### config.mk
export PLATFORM = sky130hd
export DESIGN_NAME = bcs_bridge_regs
export DESIGN_NICKNAME = d
export VERILOG_FILES = /design/src/rtl/bcs_pkg.sv /design/src/rtl/bcs_bridge_regs.sv /design/src/rtl/bcs_range_check.sv
export VERILOG_INCLUDE_DIRS = /design/src /design/src/rtl
export SDC_FILE = /design/constraint.sdc
export NUM_CORES = 1
export LEC_CHECK = 0
export ABC_AREA = 1
export BUFFER_PORTS_ARGS = -buffer_cell sky130_fd_sc_hd__buf_4
export CORE_UTILIZATION = 30
export CTS_CLUSTER_DIAMETER = 150
export DETAILED_ROUTE_END_ITERATION = 16
export GPL_TIMING_DRIVEN = 1
export PLACE_DENSITY_LB_ADDON = 0.08
export SYNTH_ARGS = -nofsm -noshare
export SYNTH_HDL_FRONTEND = slang
export SYNTH_HIERARCHICAL = 1
export SYNTH_SLANG_ARGS = --single-unit
### constraint.sdc
create_clock -name I_CLOCK -period 1.75 [get_ports I_CLOCK]
set_input_delay 0.4375 -clock I_CLOCK [delete_from_list [all_inputs] [get_ports I_CLOCK]]
set_output_delay 0.4375 -clock I_CLOCK [all_outputs]
set_load 0.005 [all_outputs]
### src/rtl/bcs_map.svh
`ifndef BCS_MAP_SVH
`define BCS_MAP_SVH

// Configuration offsets of the two registers; both share the dword at 04h.
`define BCS_CMD_OFFSET 8'h04
`define BCS_STS_OFFSET 8'h06
`define BCS_DWORD_MASK 8'hFC

// Reset values.
`define BCS_CMD_RESET 16'h0000
`define BCS_STS_RESET 16'h00A0

// Command bits that software may change; every other position reads zero.
`define BCS_CMD_WMASK 16'h0107
`define BCS_CMD_IOAE 0
`define BCS_CMD_MAE 1
`define BCS_CMD_BME 2
`define BCS_CMD_SERRE 8

// Status: fixed capability bits and the one sticky flag.
`define BCS_STS_FIXED 16'h00A0
`define BCS_STS_SSE 14
`define BCS_STS_SSE_BYTE 3
`define BCS_STS_SSE_LANE 6
`define BCS_STS_WORD_LSB 16

// Window register fields and the address bits they are compared with.
`define BCS_MWIN_MSB 15
`define BCS_MWIN_LSB 4
`define BCS_MADDR_MSB 31
`define BCS_MADDR_LSB 20
`define BCS_IOWIN_MSB 7
`define BCS_IOWIN_LSB 4
`define BCS_IOADDR_MSB 15
`define BCS_IOADDR_LSB 12

`endif

### src/rtl/bcs_pkg.sv
`default_nettype none

package bcs_pkg;
    // One configuration access, dword aligned with byte enables.
    typedef struct packed {
        logic rd;
        logic wr;
        logic [7:0] addr;
        logic [3:0] be;
        logic [31:0] wdata;
    } bcs_cfg_req_t;

    // Read answer, one cycle after the read.
    typedef struct packed {
        logic rvalid;
        logic [31:0] rdata;
    } bcs_cfg_rsp_t;

    // One memory window as base and limit registers hold it.
    typedef struct packed {
        logic [15:0] base;
        logic [15:0] limit;
    } bcs_win_t;

    // Message sender states, one-hot.
    typedef enum logic [1:0] {
        BCS_MSG_IDLE = 2'b01,
        BCS_MSG_SEND = 2'b10
    } bcs_msg_state_t;
endpackage

`default_nettype wire

### src/rtl/bcs_bridge_regs.sv
// Behaviour
// - Command bits 9,7,6,4,3 read zero and ignore writes.
// - With message enable clear, no system-error message ever leaves.
// - With message enable set, any enabled error condition sends a message.
// - No system-error pin; errors are reported only as hub messages.
// - The message enable governs only this bridge function's messages.
// - Bus master bit is plain storage with no effect.
// - Memory enable clear means no memory window decodes.
// - Memory enable set forwards hits in memory and prefetchable windows.
// - I/O enable clear means no I/O space decodes.
// - The I/O window decodes only while I/O enable reads one.
// - Signaled system error sets whenever a message is sent.
// - That flag stays until software writes one; zero leaves it.
// - Status parity and abort flags read zero and ignore writes.
// - Select timing field reads 00b and ignores writes.
// - Status bit 7 reads one, fast back-to-back capable.
// - Status bit 5 reads one, fast clock capable.
// - Status reports best capabilities so it never limits the bus.
`include "bcs_map.svh"
`default_nettype none

module bcs_bridge_regs #(
    parameter int NUM_ERR = 4
) (
    input wire logic I_CLOCK,
    input wire logic I_RST,
    input wire bcs_pkg::bcs_cfg_req_t I_CFG,
    output var bcs_pkg::bcs_cfg_rsp_t O_CFG,
    input wire logic [NUM_ERR-1:0] I_ERR_EVENT,
    input wire logic [NUM_ERR-1:0] I_ERR_ENABLE,
    output logic O_SYSERR_MSG_VALID,
    input wire logic I_SYSERR_MSG_READY,
    input wire bcs_pkg::bcs_win_t I_MEM_WIN,
    input wire bcs_pkg::bcs_win_t I_PMEM_WIN,
    input wire logic [7:0] I_IO_BASE,
    input wire logic [7:0] I_IO_LIMIT,
    input wire logic [31:0] I_MEM_ADDR,
    input wire logic [15:0] I_IO_ADDR,
    output logic O_MEM_HIT,
    output logic O_IO_HIT,
    output logic O_MEM_ENABLE,
    output logic O_IO_ENABLE
);
    import bcs_pkg::*;

    ////////////////////////////////////////////////////////////////////////////
    // Access decode.

    // True when an access targets the dword holding both registers.
    function automatic logic hits_regs(input logic [7:0] addr);
        hits_regs = ((addr & `BCS_DWORD_MASK) == `BCS_CMD_OFFSET);
    endfunction

    logic wr_regs;
    logic rd_regs;
    logic [15:0] cmd_q;
    logic sse_q;
    logic [15:0] status;
    logic [15:0] cmd_lane_mask;
    logic [15:0] cmd_wdata;
    logic sse_clear;
    logic msg_sent;
    logic err_pending;
    bcs_msg_state_t msg_state_q;
    bcs_cfg_rsp_t rsp_q;
    logic mem_hit_q;
    logic io_hit_q;
    logic [1:0] mwin_hit;
    logic io_hit;

    // Both registers answer to one dword; anything else reads as zero.
    assign wr_regs = I_CFG.wr && hits_regs(I_CFG.addr);
    assign rd_regs = I_CFG.rd && hits_regs(I_CFG.addr);

    ////////////////////////////////////////////////////////////////////////////
    // Command register.

    // Byte enables select which command lanes a write may touch.
    assign cmd_lane_mask = {{8{I_CFG.be[1]}}, {8{I_CFG.be[0]}}};
    assign cmd_wdata = I_CFG.wdata[15:0];

    // Only the four storage bits are held; hardwired zeros are masked out.
    // hardwired zero bits
    always_ff @(posedge I_CLOCK)
    begin
        if (I_RST)
        begin
            cmd_q <= `BCS_CMD_RESET;
        end
        else if (wr_regs)
        begin
            cmd_q <= ((cmd_q & ~cmd_lane_mask) | (cmd_wdata & cmd_lane_mask))
                     & `BCS_CMD_WMASK;
        end
    end

    // The bus master bit is not consumed anywhere, by intent.
    assign O_MEM_ENABLE = cmd_q[`BCS_CMD_MAE];
    assign O_IO_ENABLE = cmd_q[`BCS_CMD_IOAE];

    ////////////////////////////////////////////////////////////////////////////
    // Status register.

    // Software clears the sticky flag by writing one to its lane.
    assign sse_clear = wr_regs && I_CFG.be[`BCS_STS_SSE_BYTE]
                       && I_CFG.wdata[`BCS_STS_WORD_LSB + `BCS_STS_SSE];

    // A message sent in the clearing cycle wins, so no error is lost.
    // flag on message
    always_ff @(posedge I_CLOCK)
    begin
        if (I_RST)
        begin
            sse_q <= 1'b0;
        end
        else if (msg_sent)
        begin
            sse_q <= 1'b1;
        end
        else if (sse_clear)
        begin
            sse_q <= 1'b0;
        end
    end

    // Everything but the flag is constant: best-case capabilities for the bus.
    // abort bits zero
    assign status = `BCS_STS_FIXED | (16'(sse_q) << `BCS_STS_SSE);

    ////////////////////////////////////////////////////////////////////////////
    // Read path.

    // Data is registered so the answer never glitches on the bus.
    always_ff @(posedge I_CLOCK)
    begin
        if (I_RST)
        begin
            rsp_q <= '0;
        end
        else
        begin
            rsp_q.rvalid <= I_CFG.rd;
            rsp_q.rdata <= rd_regs ? {status, cmd_q} : 32'h0000_0000;
        end
    end
    assign O_CFG = rsp_q;

    ////////////////////////////////////////////////////////////////////////////
    // System-error messaging toward the hub.

    // An error counts only when its own bridge-control enable is set.
    assign err_pending = |(I_ERR_EVENT & I_ERR_ENABLE);

    // A message is sent again while the error lasts; the sender waits for the hub to take it.
    // send on enabled error
    always_ff @(posedge I_CLOCK)
    begin
        if (I_RST)
        begin
            msg_state_q <= BCS_MSG_IDLE;
        end
        else
        begin
            unique case (msg_state_q)
                BCS_MSG_IDLE:
                begin
                    if (err_pending && cmd_q[`BCS_CMD_SERRE])
                    begin
                        msg_state_q <= BCS_MSG_SEND;
                    end
                end
                BCS_MSG_SEND:
                begin
                    // Dropping the enable abandons the message not yet taken.
                    if (I_SYSERR_MSG_READY || !cmd_q[`BCS_CMD_SERRE])
                    begin
                        msg_state_q <= BCS_MSG_IDLE;
                    end
                end
                default:
                begin
                    msg_state_q <= BCS_MSG_IDLE;
                end
            endcase
        end
    end

    // The valid is gated live by the enable, so no message escapes after it drops.
    // gated by enable
    assign O_SYSERR_MSG_VALID = (msg_state_q == BCS_MSG_SEND) && cmd_q[`BCS_CMD_SERRE];
    assign msg_sent = O_SYSERR_MSG_VALID && I_SYSERR_MSG_READY;

    ////////////////////////////////////////////////////////////////////////////
    // Window decode.

    // Memory and prefetchable windows share one compare shape.
    // memory off
    genvar gi;
    generate
        for (gi = 0; gi < 2; gi++)
        begin : g_mwin
            bcs_win_t win;
            assign win = (gi == 0) ? I_MEM_WIN : I_PMEM_WIN;
            bcs_range_check #(
                .W(`BCS_MADDR_MSB - `BCS_MADDR_LSB + 1)
            ) bcs_range_check_i (
                .i_enable(cmd_q[`BCS_CMD_MAE]),
                .i_addr(I_MEM_ADDR[`BCS_MADDR_MSB:`BCS_MADDR_LSB]),
                .i_base(win.base[`BCS_MWIN_MSB:`BCS_MWIN_LSB]),
                .i_limit(win.limit[`BCS_MWIN_MSB:`BCS_MWIN_LSB]),
                .o_hit(mwin_hit[gi])
            );
        end
    endgenerate

    // I/O range is 4 KB granular on address bits 15:12.
    // I/O off
    bcs_range_check #(
        .W(`BCS_IOADDR_MSB - `BCS_IOADDR_LSB + 1)
    ) bcs_range_check_i (
        .i_enable(cmd_q[`BCS_CMD_IOAE]),
        .i_addr(I_IO_ADDR[`BCS_IOADDR_MSB:`BCS_IOADDR_LSB]),
        .i_base(I_IO_BASE[`BCS_IOWIN_MSB:`BCS_IOWIN_LSB]),
        .i_limit(I_IO_LIMIT[`BCS_IOWIN_MSB:`BCS_IOWIN_LSB]),
        .o_hit(io_hit)
    );

    // Hits are registered; a decode answers one cycle after its address.
    always_ff @(posedge I_CLOCK)
    begin
        if (I_RST)
        begin
            mem_hit_q <= 1'b0;
            io_hit_q <= 1'b0;
        end
        else
        begin
            mem_hit_q <= |mwin_hit;
            io_hit_q <= io_hit;
        end
    end
    assign O_MEM_HIT = mem_hit_q;
    assign O_IO_HIT = io_hit_q;

    // Reference decode for the checks, written apart from the range checker.
    logic [`BCS_MADDR_MSB-`BCS_MADDR_LSB:0] chk_maddr;
    logic [`BCS_MADDR_MSB-`BCS_MADDR_LSB:0] chk_mbase;
    logic [`BCS_MADDR_MSB-`BCS_MADDR_LSB:0] chk_mlimit;
    logic [`BCS_IOADDR_MSB-`BCS_IOADDR_LSB:0] chk_ioaddr;
    logic [`BCS_IOADDR_MSB-`BCS_IOADDR_LSB:0] chk_iobase;
    logic [`BCS_IOADDR_MSB-`BCS_IOADDR_LSB:0] chk_iolimit;
    assign chk_maddr = I_MEM_ADDR[`BCS_MADDR_MSB:`BCS_MADDR_LSB];
    assign chk_mbase = I_MEM_WIN.base[`BCS_MWIN_MSB:`BCS_MWIN_LSB];
    assign chk_mlimit = I_MEM_WIN.limit[`BCS_MWIN_MSB:`BCS_MWIN_LSB];
    assign chk_ioaddr = I_IO_ADDR[`BCS_IOADDR_MSB:`BCS_IOADDR_LSB];
    assign chk_iobase = I_IO_BASE[`BCS_IOWIN_MSB:`BCS_IOWIN_LSB];
    assign chk_iolimit = I_IO_LIMIT[`BCS_IOWIN_MSB:`BCS_IOWIN_LSB];
endmodule

`default_nettype wire

### src/rtl/bcs_range_check.sv
`default_nettype none

// Inclusive range compare on the upper address bits of a decode window.
module bcs_range_check #(
    parameter int W = 12
) (
    input wire logic i_enable,
    input wire logic [W-1:0] i_addr,
    input wire logic [W-1:0] i_base,
    input wire logic [W-1:0] i_limit,
    output logic o_hit
);
    // The enable gates the compare so a stale window never claims a cycle.
    assign o_hit = i_enable && (i_base <= i_addr) && (i_addr <= i_limit);
endmodule

`default_nettype wire

==> impl_metrics.tcl <==
set metrics [dict create \
    cts.path.max_buffers 2 \
    drt_iter0_drc 23 \
    wirelength_mm 5.47 \
    syn_avg_cell_area_um2 6.44 \
    clock-root-buffer "clkbuf_8" \
    htree_num_levels 1 \
    vias 2386 \
    design_area_um2 3400 \
    fill_cells 864 \
    clk_pin_slew_ps 60 \
    cts_buffers 3 \
    nets 743 \
    crit_path_end "O_MEM_HIT$_SDFF_PP0_" \
    rr_worst_depth 5 \
    fp.dieH_um 92.8 \
    layout-drive-gt1-share_pct 29.0 \
    dp.cells 599 \
    drt-met1-wl_mm 2.49 \
    cp.required_ps 1890 \
    met3_length_um 444 \
    end_kind "flip-flop" \
    vias_per_cell 3.96 \
    start_util_pct 31.5 \
    syn2layout_area_growth_pct 37.6 \
    ys_top_cells_by_area "ha_1 28%, inv_1 15%, nand2_1 14%" \
    num_rows 32 \
    cp.arrival_ps 1700 \
    fin_crit_sh_pct 89.0 \
    fin_cells 602 \
    hold_ws_ps 413 \
    wl_per_cell_um 9.09 \
    cts_tree "built" \
    slowest_delay_ps 280 \
    synth_area_um2 2470 \
    p_leak_nw 2.14 \
    min_path_type "in -> reg" \
    seq_area_frac_synth_pct 13.0 \
    cts_sinks 16 \
    fp.dieW_um 92.8 \
    placeableCoreArea_um2 7850 \
    highest_layer "met4" \
    synth_top_area_cell "ha_1" \
    worstReg2RegEnd "msg_state_q[0]$_SDFFE_PP1P_" \
    grt_pass1_wl_mm 8.80 \
    cts_setup_buffers 0 \
    status "completed" \
    die_area_um2 8610 \
    grt_overflow 0 \
    dpl.hpwl_mm 5.06 \
    grt_max_degree 9 \
    crit_slowest_cell "ha_1" \
    finalMaxSlewViolations 0 \
    synth.distinct_cells 20 \
    path_max_fanout 3 \
    max_cap_viol_count 0 \
    clock_latency_ps 250 \
    hold_viol 0 \
    gp_congestion 0.741 \
    peakVddDrop_mv 0.168 \
    antenna_cells 0 \
    multi_input_area_um2 1650 \
    grt_antenna_before_repair 0 \
    grt_pass1_vias 2089 \
    grt_use_total_pct 12.5 \
    placed_area_um2 3360 \
    path_common_cell "nor2_1" \
    drc 0 \
    crit_chain "buf_4 > inv_1 > ha_1 > nand2_1 > nor2_2 > nand2_1 > a21oi_1 > nor2_1 > nor2_1 > nor2_1 > nor2_1 > nor2_1" \
    r2r_slack_ps 740 \
    rsz0062_at_grt "no" \
    syn-instance-count 384 \
    critPathLaunchType "input pin" \
    synth_seq_cells 16 \
    setup_viol 0 \
    numPortBuffers 111 \
    fmax_mhz 642 \
    final-seq-area_um2 320 \
    yosys_warnings 6 \
    io_pins 223 \
    synth_top_area_share_pct 28.3 \
    wl_met2_mm 2.50 \
    fin_skew_ps 0.552 \
    antenna_left 0 \
    powerDensity_nw_per_um2 354 \
    final.min_clock_period_ps 1560 \
    drt_pass1_iterations 4 \
    crit_type "in -> reg" \
    crit_start "I_MEM_ADDR[27]" \
]
-- cell usage after synthesis --
library cell / n
nor3b_1: 1
nand4_1: 7
nand3_1: 6
nand2_1: 91
nand4_4: 2
nor2_1: 35
dfxtp_1: 16
a31oi_1: 1
a21o_2: 2
a21oi_1: 17
conb_1: 1
a21o_1: 2
ha_1: 56
a21oi_2: 2
buf_4: 26
inv_1: 99
inv_2: 7
nand2_4: 3
nor2_4: 4
nor2_2: 6
-- placed cells by master (no fill, tap or decap) --
cell,instances
buf_4,115
inv_1,99
nand2_1,91
ha_1,56
nor2_1,34
conb_1,25
a21oi_1,17
dfxtp_1,16
nand4_1,7
nor2_2,7
inv_2,7
nand3_1,6
nor2_4,4
nand2_4,3
clkbuf_8,3
a21oi_2,2
a21o_1,2
nand4_4,2
a21o_2,2
a31oi_1,1
nor3b_1,1
-- worst min path at each step --
stage                           end  slack [ps]          startpoint  cells after the start
6_report         sse_q$_SDFFE_PP0P_         410               I_RST                      2
5_1_grt          sse_q$_SDFFE_PP0P_         410               I_RST                      2
4_1_cts          sse_q$_SDFFE_PP0P_         410               I_RST                      2
3_5_place_dp    O_CFG[2]$_SDFF_PP0_         420           flip-flop                      2
3_3_place_gp    O_CFG[2]$_SDFF_PP0_         420           flip-flop                      2
2_1_floorplan  O_CFG[30]$_SDFF_PP0_         410  sse_q$_SDFFE_PP0P_                      2
-- cell families after synthesis --
logic type,count (synthesis),share of synthesized area (%)
fa+ha+maj,56,28.3
buf+inv,132,24.0
compound gates,24,5.72
other cells,1,0.152
flops,16,13.0
simple gates,155,28.8
-- worst max-delay path, delay by kind of cell --
family                     cells  cell delay (ps)
buffers and inverters          2              140
adders and majority gates      1              280
and+or+nand+nor                8              740
AOI/OAI and AO/OA              1              120
-- repair_timing --
| item | CTS | global route |
|---|---|---|
| gates resized for setup | 0 | 1 |
| endpoints found under the setup margin | 0 | 1 |
| hold buffers | 0 | 0 |
-- per-layer routing --
metal	vias up	global-route usage (%)
met4	0	2.69
met5	-	0
met1	959	15.8
li1	1336	-
met3	5	2.05
met2	86	22.2
-- metrics by stage --
stage	setup slack [ps]	utilization [%]	total power [mW]	TNS, ps
finish	192	43.4	1.20	0
global route	10.1	43.4	1.33	0
global placement	-117	42.8	0.942	-117
CTS	135	43.3	1.22	0
detailed placement	-129	42.8	0.953	-129
floorplan	261	-	0.731	0
-- report_power, final --
group / internal, mW / switching, mW
Combinational: 0.294 / 0.275
Sequential: 0.366 / 0.000764
Clock: 0.152 / 0.117
Total: 0.813 / 0.392
-- final cells by class --
cell class | count | area share (%)
Multi-Input combinational cell | 260 | 48.5
Timing Repair Buffer | 115 | 25.4
Inverter | 106 | 11.7
Sequential cell | 16 | 9.42
Tap cell | 102 | 3.75
Clock buffer | 3 | 1.21
(Power assumes the default switching activity.)
